==> src/inc/rmd_pkg.sv <==
// Package: constants, register map and types of the relay modulator
//
// Behaviour
// - PFM pulses have a fixed on-time; only the off-interval follows the variable.
// - At maximum PFM rate the off-interval equals the on-time.
// - Actuator type selects none, decreasing or increasing part; default none.
// - Increasing part raises the process value, decreasing part lowers it.
// - PWM cycle duration settable up to 999.0 s, default 10.0 s.
// - Cycle duration is kept not less than the shortest turn-on time.
// - Shortest turn-on time from 0.3 s up to cycle duration, default 0.3 s.
// - PWM pulses shorter than the shortest turn-on time are suppressed that cycle.
// - PFM maximum rate settable 1 to 180 per minute, default 60.
// - PFM on-time is derived from the maximum pulse rate.
// - Hold behaviour: freeze, fixed value or ignore; default ignore.
// - Freeze keeps last value, fixed substitutes user value, ignore is unaffected.
// - Relay energized for pulse time, then de-energized for interval time.
// - In PWM the period stays constant; only duty cycle changes.
// - Diagnostic relay is fail-safe: energized without error, off on error.
// - Alarm relay always works fail-safe.
// - As-assigned mode responds only to messages mapped to this relay.
// - Class mode responds to all messages of the selected class; remappable.
// - Default diagnostic mode: as-assigned, failure class for alarm relay.
// - Assigned message list is readable but not writable in that view.
// - Message mapping only possible once function is diagnostics.
package rmd_pkg;
  localparam logic [7:0] REG_CTRL    = 8'h00;
  localparam logic [7:0] REG_CYCLE   = 8'h04;
  localparam logic [7:0] REG_MINON   = 8'h08;
  localparam logic [7:0] REG_PFMAX   = 8'h0C;
  localparam logic [7:0] REG_HOLDVAL = 8'h10;
  localparam logic [7:0] REG_MSGMAP  = 8'h14;
  localparam logic [7:0] REG_MAPVIEW = 8'h18;
  localparam logic [7:0] REG_CLASS   = 8'h1C;
  localparam logic [7:0] REG_STATUS  = 8'h20;
  // CTRL field positions
  localparam int CTRL_FUNC_LSB = 0;
  localparam int CTRL_PFM_BIT  = 2;
  localparam int CTRL_ACT_LSB  = 4;
  localparam int CTRL_HOLD_LSB = 6;
  localparam int CTRL_DIAG_LSB = 8;
  // Times in tenths of a second
  localparam longint TICK_NS     = 100_000_000;
  localparam longint CLK_NS      = 50;
  localparam longint TICK_CYC    = TICK_NS / CLK_NS;
  localparam logic [13:0] CYCLE_MAX = 14'h2706;   // 999.0 s
  localparam logic [13:0] CYCLE_RST = 14'h0064;   // 10.0 s
  localparam logic [13:0] MINON_MIN = 14'h0003;   // 0.3 s
  localparam logic [13:0] MINON_RST = 14'h0003;
  localparam logic [7:0]  RATE_MIN  = 8'h01;
  localparam logic [7:0]  RATE_MAX  = 8'hB4;      // 180 per minute
  localparam logic [7:0]  RATE_RST  = 8'h3C;      // 60 per minute
  localparam logic [8:0]  HALF_MIN_TENTHS = 9'h12C; // 30.0 s
  localparam logic [7:0]  MV_FULL   = 8'hFF;
  typedef enum logic [1:0] {FN_OFF, FN_CTRL, FN_DIAG} rmd_func_t;
  typedef enum logic [1:0] {ACT_NONE, ACT_DEC, ACT_INC} rmd_act_t;
  typedef enum logic [1:0] {HOLD_IGNORE, HOLD_FREEZE, HOLD_FIXED} rmd_hold_t;
  typedef enum logic [2:0] {DG_ASSIGNED, DG_MAINT, DG_SPEC, DG_CHECK, DG_FAIL} rmd_diag_t;
  typedef struct packed {
    rmd_diag_t diag;
    rmd_hold_t hold;
    rmd_act_t  act;
    logic      pfm;
    rmd_func_t func;
  } rmd_ctrl_t;
endpackage

==> src/rtl/rmd_relay.sv <==
// Relay modulator and diagnostic relay with AHB-Lite register slave
//
// Added by the designer: the AHB-Lite interface to the registers and the placing of the registers.
`timescale 1ns/1ps
`default_nettype none
module rmd_relay
  import rmd_pkg::*;
#(
  parameter int     NMSG     = 8,        // Diagnostic message count
  parameter bit     IS_ALARM = 1'b0,     // Alarm relay instance
  parameter longint TICK_LEN = TICK_CYC  // Clocks per 0.1 s
)(
  input  wire logic              clk,       // 20 MHz clock
  input  wire logic              sys_rst,   // Async reset, high
  input  wire logic              hsel,      // AHB select
  input  wire logic [31:0]       haddr,     // AHB address
  input  wire logic [1:0]        htrans,    // AHB transfer type
  input  wire logic              hwrite,    // AHB write
  input  wire logic [2:0]        hsize,     // AHB size
  input  wire logic [31:0]       hwdata,    // AHB write data
  input  wire logic              hready,    // AHB bus ready
  output logic [31:0]            hrdata,    // AHB read data
  output logic                   hreadyout, // AHB slave ready
  output logic                   hresp,     // AHB response
  input  wire logic signed [8:0] mv_in,     // Bipolar manipulated variable
  input  wire logic              hold_in,   // Hold request
  input  wire logic [NMSG-1:0]   diag_msg,  // Active diagnostic messages
  output logic                   relay_on   // Relay coil drive
);
  // Time base counter is 32 bits wide; message fields fit one register word
  if (NMSG < 1 || NMSG > 16 || TICK_LEN < 1 || TICK_LEN > 64'h0000_0000_FFFF_FFFF)
  begin : g_param_chk
    $error("rmd_relay: unsupported parameters");
  end

  function automatic logic [13:0] clamp14(input logic [13:0] v, input logic [13:0] lo,
                                          input logic [13:0] hi);
    clamp14 = (v < lo) ? lo : ((v > hi) ? hi : v);
  endfunction

  // Register word layout of the control fields; bit 3 is spare, so no plain cast
  function automatic rmd_ctrl_t ctrl_from_word(input logic [31:0] w);
    rmd_ctrl_t c;
    c.diag = rmd_diag_t'(w[CTRL_DIAG_LSB +: 3]);
    c.hold = rmd_hold_t'(w[CTRL_HOLD_LSB +: 2]);
    c.act  = rmd_act_t'(w[CTRL_ACT_LSB +: 2]);
    c.pfm  = w[CTRL_PFM_BIT];
    c.func = rmd_func_t'(w[CTRL_FUNC_LSB +: 2]);
    return c;
  endfunction

  function automatic logic [31:0] ctrl_to_word(input rmd_ctrl_t c);
    logic [31:0] w;
    w = 32'h0000_0000;
    w[CTRL_DIAG_LSB +: 3] = c.diag;
    w[CTRL_HOLD_LSB +: 2] = c.hold;
    w[CTRL_ACT_LSB +: 2]  = c.act;
    w[CTRL_PFM_BIT]       = c.pfm;
    w[CTRL_FUNC_LSB +: 2] = c.func;
    return w;
  endfunction

  localparam rmd_ctrl_t CTRL_RST = '{diag: IS_ALARM ? DG_FAIL : DG_ASSIGNED,
                                     hold: HOLD_IGNORE, act: ACT_NONE, pfm: 1'b0,
                                     func: IS_ALARM ? FN_DIAG : FN_OFF};

  rmd_ctrl_t         ctrl_r;
  logic [13:0]       cycle_r;
  logic [13:0]       minon_r;
  logic [7:0]        rate_r;
  logic [7:0]        holdval_r;
  logic [NMSG-1:0]   map_r;
  logic [2*NMSG-1:0] class_r;
  logic              wr_pend_r;
  logic [7:0]        wr_addr_r;
  logic [31:0]       wdat;
  rmd_ctrl_t         wctrl;

  // Zero wait state slave; every access answers OKAY
  assign hreadyout = 1'b1;
  assign hresp     = 1'b0;
  assign wdat      = hwdata;
  assign wctrl     = ctrl_from_word(wdat);

  always_ff @(posedge clk or posedge sys_rst)
  begin
    if (sys_rst)
    begin
      wr_pend_r <= 1'b0;
      wr_addr_r <= 8'h00;
    end
    else if (hready)
    begin
      wr_pend_r <= hsel & htrans[1] & hwrite;
      wr_addr_r <= haddr[7:0];
    end
  end

  always_ff @(posedge clk or posedge sys_rst)
  begin
    if (sys_rst)
    begin
      ctrl_r    <= CTRL_RST;
      cycle_r   <= CYCLE_RST;
      minon_r   <= MINON_RST;
      rate_r    <= RATE_RST;
      holdval_r <= 8'h00;
      map_r     <= '0;
      class_r   <= '0;
    end
    else if (wr_pend_r)
    begin
      unique case (wr_addr_r)
        REG_CTRL:
        begin
          ctrl_r <= wctrl;
          // Alarm relay stays a fail-safe diagnostic output
          if (IS_ALARM)
            ctrl_r.func <= FN_DIAG;
          else if (wdat[1:0] == 2'h3)
            ctrl_r.func <= FN_OFF;
          if (wdat[10:8] > 3'h4)
            ctrl_r.diag <= ctrl_r.diag;
          if (wdat[7:6] == 2'h3)
            ctrl_r.hold <= ctrl_r.hold;
          if (wdat[5:4] == 2'h3)
            ctrl_r.act <= ctrl_r.act;
        end
        // Each limit is bounded by the other setting
        REG_CYCLE: cycle_r <= clamp14(wdat[13:0], minon_r, CYCLE_MAX);
        REG_MINON: minon_r <= clamp14(wdat[13:0], MINON_MIN, cycle_r);
        REG_PFMAX:
          rate_r <= (wdat[7:0] < RATE_MIN) ? RATE_MIN :
                    ((wdat[7:0] > RATE_MAX) ? RATE_MAX : wdat[7:0]);
        REG_HOLDVAL: holdval_r <= wdat[7:0];
        REG_MSGMAP:
          if (ctrl_r.func == FN_DIAG)
            map_r <= wdat[NMSG-1:0];
        REG_CLASS: class_r <= wdat[2*NMSG-1:0];
        default: ;
      endcase
    end
  end

  // Variable part selection
  logic [7:0] mv_sel;
  logic [8:0] mv_neg;

  assign mv_neg = 9'(-mv_in);

  always_comb
  begin
    mv_sel = 8'h00;
    unique case (ctrl_r.act)
      ACT_INC: mv_sel = mv_in[8] ? 8'h00 : mv_in[7:0];
      ACT_DEC: mv_sel = !mv_in[8] ? 8'h00 :
                        (mv_neg[8] ? MV_FULL : mv_neg[7:0]);
      default: mv_sel = 8'h00;
    endcase
  end

  // Hold handling
  logic [7:0] frz_r;
  logic       hold_d_r;
  logic [7:0] mv_use;

  always_ff @(posedge clk or posedge sys_rst)
  begin
    if (sys_rst)
    begin
      frz_r    <= 8'h00;
      hold_d_r <= 1'b0;
    end
    else
    begin
      hold_d_r <= hold_in;
      if (!hold_in)
        frz_r <= mv_sel;
    end
  end

  always_comb
  begin
    mv_use = mv_sel;
    if (hold_in && ctrl_r.hold == HOLD_FREEZE)
      mv_use = frz_r;
    else if (hold_in && ctrl_r.hold == HOLD_FIXED)
      mv_use = holdval_r;
  end

  // 0.1 s time base; long count is a parameter so simulation may shorten it
  logic [31:0] pre_r;
  logic        tick;

  assign tick = (pre_r == 32'(TICK_LEN - 1));

  always_ff @(posedge clk or posedge sys_rst)
  begin
    if (sys_rst)
      pre_r <= 32'h0000_0000;
    else if (tick)
      pre_r <= 32'h0000_0000;
    else
      pre_r <= pre_r + 32'h0000_0001;
  end

  // Pulse lengths computed at each cycle start, in ticks
  logic [21:0] pwm_prod;
  logic [13:0] pwm_on;
  logic [8:0]  pfm_on;
  logic [17:0] pfm_off;
  logic [17:0] on_len;
  logic [17:0] off_len;

  assign pwm_prod = 22'(mv_use) * 22'(cycle_r);
  assign pfm_on   = 9'(HALF_MIN_TENTHS / 9'(rate_r));
  // Off = on * (2*full - mv) / mv gives off == on at full scale
  assign pfm_off  = (mv_use == 8'h00) ? 18'h00000 :
                    18'((18'(pfm_on) * (18'(2 * MV_FULL) - 18'(mv_use))) / 18'(mv_use));

  always_comb
  begin
    pwm_on = 14'(pwm_prod / 22'(MV_FULL));
    if (pwm_on < minon_r)
      pwm_on = 14'h0000;
    if (ctrl_r.pfm)
    begin
      on_len  = 18'(pfm_on);
      off_len = pfm_off;
    end
    else
    begin
      on_len  = 18'(pwm_on);
      off_len = 18'(cycle_r - pwm_on);
    end
  end

  typedef enum logic [1:0] {MS_IDLE, MS_ON, MS_OFF} rmd_mod_t;
  rmd_mod_t    mst_r;
  logic [17:0] left_r;
  logic [17:0] off_r;
  logic        run;

  assign run = (ctrl_r.func == FN_CTRL) && (ctrl_r.act != ACT_NONE);

  always_ff @(posedge clk or posedge sys_rst)
  begin
    if (sys_rst)
    begin
      mst_r  <= MS_IDLE;
      left_r <= 18'h00000;
      off_r  <= 18'h00000;
    end
    else if (!run)
      mst_r <= MS_IDLE;
    else if (tick)
    begin
      unique case (mst_r)
        MS_IDLE, MS_OFF:
          if (mst_r == MS_OFF && left_r > 18'h00001)
            left_r <= left_r - 18'h00001;
          else if (ctrl_r.pfm && mv_use == 8'h00)
            mst_r <= MS_IDLE;
          else if (on_len == 18'h00000)
          begin
            mst_r  <= MS_OFF;
            left_r <= off_len;
          end
          else
          begin
            mst_r  <= MS_ON;
            left_r <= on_len;
            off_r  <= off_len;
          end
        MS_ON:
          if (left_r > 18'h00001)
            left_r <= left_r - 18'h00001;
          else if (off_r != 18'h00000)
          begin
            mst_r  <= MS_OFF;
            left_r <= off_r;
          end
          else if (ctrl_r.pfm)
            mst_r <= MS_IDLE;
          else if (on_len == 18'h00000)
          begin
            mst_r  <= MS_OFF;
            left_r <= off_len;
          end
          else
          begin
            // Full duty: next cycle starts at once so the period does not stretch
            left_r <= on_len;
            off_r  <= off_len;
          end
      endcase
    end
  end

  // Diagnostic fault evaluation
  logic [NMSG-1:0] cls_hit;
  logic            fault;

  always_comb
  begin
    for (int i = 0; i < NMSG; i++)
      cls_hit[i] = (class_r[2*i +: 2] == 2'(ctrl_r.diag - DG_MAINT));
    if (ctrl_r.diag == DG_ASSIGNED)
      fault = |(diag_msg & map_r);
    else
      fault = |(diag_msg & cls_hit);
  end

  // Fail-safe: coil held on with no error, so power loss also reads as alarm
  always_ff @(posedge clk or posedge sys_rst)
  begin
    if (sys_rst)
      relay_on <= 1'b0;
    else if (ctrl_r.func == FN_DIAG)
      relay_on <= !fault;
    else
      relay_on <= run && (mst_r == MS_ON);
  end

  // Read data registered in the address phase
  always_ff @(posedge clk or posedge sys_rst)
  begin
    if (sys_rst)
      hrdata <= 32'h0000_0000;
    else if (hready && hsel && htrans[1] && !hwrite)
    begin
      unique case (haddr[7:0])
        REG_CTRL:    hrdata <= ctrl_to_word(ctrl_r);
        REG_CYCLE:   hrdata <= 32'(cycle_r);
        REG_MINON:   hrdata <= 32'(minon_r);
        REG_PFMAX:   hrdata <= 32'(rate_r);
        REG_HOLDVAL: hrdata <= 32'(holdval_r);
        REG_MSGMAP:  hrdata <= 32'(map_r);
        REG_MAPVIEW: hrdata <= 32'(map_r);
        REG_CLASS:   hrdata <= 32'(class_r);
        REG_STATUS:  hrdata <= {12'h000, 1'(hold_d_r), 1'(fault), 2'(mst_r),
                                relay_on, 15'(diag_msg)};
        default:     hrdata <= 32'h0000_0000;
      endcase
    end
  end
endmodule // rmd_relay
`default_nettype wire

==> config.mk <==
export PLATFORM = sky130hd
export DESIGN_NAME = rmd_relay
export DESIGN_NICKNAME = d
export VERILOG_FILES = /design/src/inc/rmd_pkg.sv /design/src/rtl/rmd_relay.sv
export SDC_FILE = /design/constraint.sdc
export NUM_CORES = 2
export LEC_CHECK = 0
export BUFFER_PORTS_ARGS = -buffer_cell sky130_fd_sc_hd__buf_2
export CAP_MARGIN = 20
export CORE_MARGIN = 1
export CORE_UTILIZATION = 45
export CTS_CLUSTER_DIAMETER = 100
export DETAILED_ROUTE_END_ITERATION = 8
export PLACE_DENSITY_LB_ADDON = 0.15
export SYNTH_ARGS = -nofsm -noshare
export SYNTH_HDL_FRONTEND = slang
export SYNTH_SLANG_ARGS = --single-unit
==> constraint.sdc <==
create_clock -name clk -period 58 [get_ports clk]
set_input_delay 2.9 -clock clk [delete_from_list [all_inputs] [get_ports clk]]
set_output_delay 2.9 -clock clk [all_outputs]
set_load 0.05 [all_outputs]
==> flow_summary.ini <==
[sta]
slew_viol_final = 0
maxSlewHeadroom = 0.2005
hold_viol_final = 0
fin_crit_ns = 53.55
setup_viol = 0
finClkSkew_ns = 0.01216
worst_pin_slew_ns = 1.187
fmax_ghz = 0.01867
fin_crit_sh = 0.9233

[job]
maxCapViolCount = 0

[synth]
ys.flop_type = dfrtp_1
synthCells = 3761
synthDistinctLibCells = 123
synthTopCellsByArea = dfrtp_1, ha_1, fa_1
muxShareOfSynthArea = 0.03928
synthXorXnorAreaFrac = 0.05374
synth_enable_flop_cells = 0
synth_area_per_cell_um2 = 7.818
ys_ff_latch = 187
synth_top_family_by_area = compound AO/OA/AOI/OAI gates
yosys_warnings = 0
synth_compound_area_frac = 0.2539
yosysTopAreaCell = dfrtp_1
synth_area_um2 = 29400
yosys.area_share.simple = 0.2189
synth_async_sr_flop_share = 1.000
ys_seq_area_frac = 0.1595
synth_top_area_share = 0.1515
synth-adder-area-share = 0.2172

[clock_tree]
h-tree-depth = 4
cts_sinks = 187
clockBufferDepth = 2
clk_latency_ns = 0.46
cts.root.buffer_cell = clkbuf_16
cts_tree = done
cts_made_buffers = 17
hold_buffers = 0
clk_pin_slew_ns = 0.08

[critical_path]
rrSetupSlack_ns = 4.45
cp.arrival_ns = 53.88
required_ns = 58.32
r2r_end = off_r[0]$_DFFE_PP0P_
slowest_stage = fa_1
worstReg2RegStart = rate_r[7]$_DFFE_PP0P_
max_stage_delay_ns = 0.54
path_class = reg -> reg
cpMostUsedCell = o21a_1
r2r_cells = 284
path_max_fanout = 16
startpoint_type = register
endpoint_kind = register

[global_route]
grt_pass1_wl_mm = 146.1
grt_util_all_layers = 0.2700
grt_max_degree = 128
antenna_found_initial = 2
grt_overflow = 0
grt_pass1_vias = 26590

[detailed_routing]
drt-total-wl_mm = 90.01
wl_per_cell_um = 19.26
via_count = 28130
route.layer.met1.wl_mm = 41.80
route.met3.wl_mm = 4.981
drt_iter0_drc = 2402
dr_wl_met2_mm = 41.43
via_per_inst = 6.018
drtAntennaViolNets = 0
drt_first_pass_iters = 6
drc = 0
highest_layer = met5

[layout]
nets = 4334
drive_gt1_frac = 0.1021
nFillCells = 6399
n_antenna_cell = 0
stdcell_area_um2 = 31780
final_common_cell = nand2_1
mostFrequentLayoutCells = nand2_1, nor2_1, ha_1
syn_to_final_growth_pct = 8.081

[die]
dieHeight_um = 257.6
die-area_um2 = 66370
die_x_um = 257.6
pin_count = 127
start_util = 0.4561
rows = 93
core-area_um2 = 64460

[placement]
hpwl_mm = 69.75
placed_cell_area_um2 = 30780
port_buffers = 68
gp_congestion = 0.9396

[status]
status = finished, final reports clean

[worst_hold_path]
whs_endpoint = pre_r[4]$_DFF_PP0_
hold_depth = 1
hp-class = reg -> reg
min-delay-start = pre_r[4]$_DFF_PP0_
## Yosys cell counts, types with 42 or more instances
master / count
nor2_1: 342
dfrtp_1: 178
nor3_1: 126
o21ai_0: 207
nand3_1: 87
xnor2_1: 106
xor2_1: 70
inv_1: 270
a21o_1: 87
clkbuf_1: 98
a211oi_1: 42
nand2_1: 426
nand4_1: 44
ha_1: 316
a21oi_1: 211
nand2b_1: 53
fa_1: 120
o31ai_1: 56
mux2_2: 65
o21a_1: 105
## repair_timing
item	4_1_cts	5_1_grt
resized for setup	0	64
endpoints found under the setup margin	0	5
buffers inserted	0	20
## through the flow
step	utilization	setup slack, ns	TNS [ns]	instances	hold WS (ns)
6_report	0.4930	4.447	0	4674	0.4712
5_1_grt	0.4930	-0.2687	-0.2687	4674	0.4991
4_1_cts	0.4867	0.1341	0	4654	0.4735
3_5_place_dp	0.4774	0.3490	0	4622	0.4550
3_3_place_gp	0.4774	0.7294	0	4622	0.4551
2_1_floorplan	-	4.267	0	3773	0.4376
## sequential cells by signal, indices dropped and copies added, names as in the netlist, 10 cells and up
name	flops
left_r	18
pre_r	32
off_r	18
cycle_r	14
class_r	16
hrdata	20
minon_r	14
ctrl_r	10
## critical path: cells and delay by family (launching register included)
kind | cells | cell delay [ns]
AO/OA/AOI/OAI | 143 | 25.55
XOR/XNOR | 1 | 0.18
adder cells (fa/ha/maj) | 32 | 9.98
buffers and inverters | 27 | 3.76
multiplexers | 5 | 1.33
AND/OR/NAND/NOR | 76 | 12.10
flip-flops | 1 | 0.51
## metal layers
layer / up-vias / track usage
met4: 4 / 0.06114
met2: 793 / 0.4418
met3: 115 / 0.03386
met1: 13500 / 0.3783
met5: - / 0
li1: 13720 / -
## kinds of logic after synthesis
family	count (synthesis)
other	2
adders and majority gates	439
xor gates and xnor gates	178
and+or+nand+nor	1352
muxes	104
AOI/OAI and AO/OA	1080
DFF	187
buffers and inverters	419
## worst max-delay path by stage
stage | cells past startpoint | end | startpoint
floorplan | 290 | off_r[0]$_DFFE_PP0P_ | rate_r[7]$_DFFE_PP0P_
finish | 284 | off_r[0]$_DFFE_PP0P_ | rate_r[7]$_DFFE_PP0P_
global route | 288 | off_r[0]$_DFFE_PP0P_ | rate_r[7]$_DFFE_PP0P_
detailed placement | 280 | off_r[0]$_DFFE_PP0P_ | rate_r[7]$_DFFE_PP0P_
global placement | 280 | off_r[0]$_DFFE_PP0P_ | rate_r[7]$_DFFE_PP0P_
CTS | 282 | off_r[0]$_DFFE_PP0P_ | rate_r[7]$_DFFE_PP0P_
## layout make-up
cell class | instances | area (um2) | area share
Timing Repair Buffer | 154 | 993.5 | 0.03126
Multi-Input combinational cell | 3167 | 23360 | 0.7352
Clock buffer | 18 | 439.2 | 0.01382
Tap cell | 855 | 1070 | 0.03366
Clock inverter | 14 | 157.7 | 0.004961
Inverter | 279 | 1062 | 0.03343
Sequential cell | 187 | 4693 | 0.1477
Power is not shown: default switching activity piles up to over one toggle a cycle in this logic, so the estimate is an artifact.
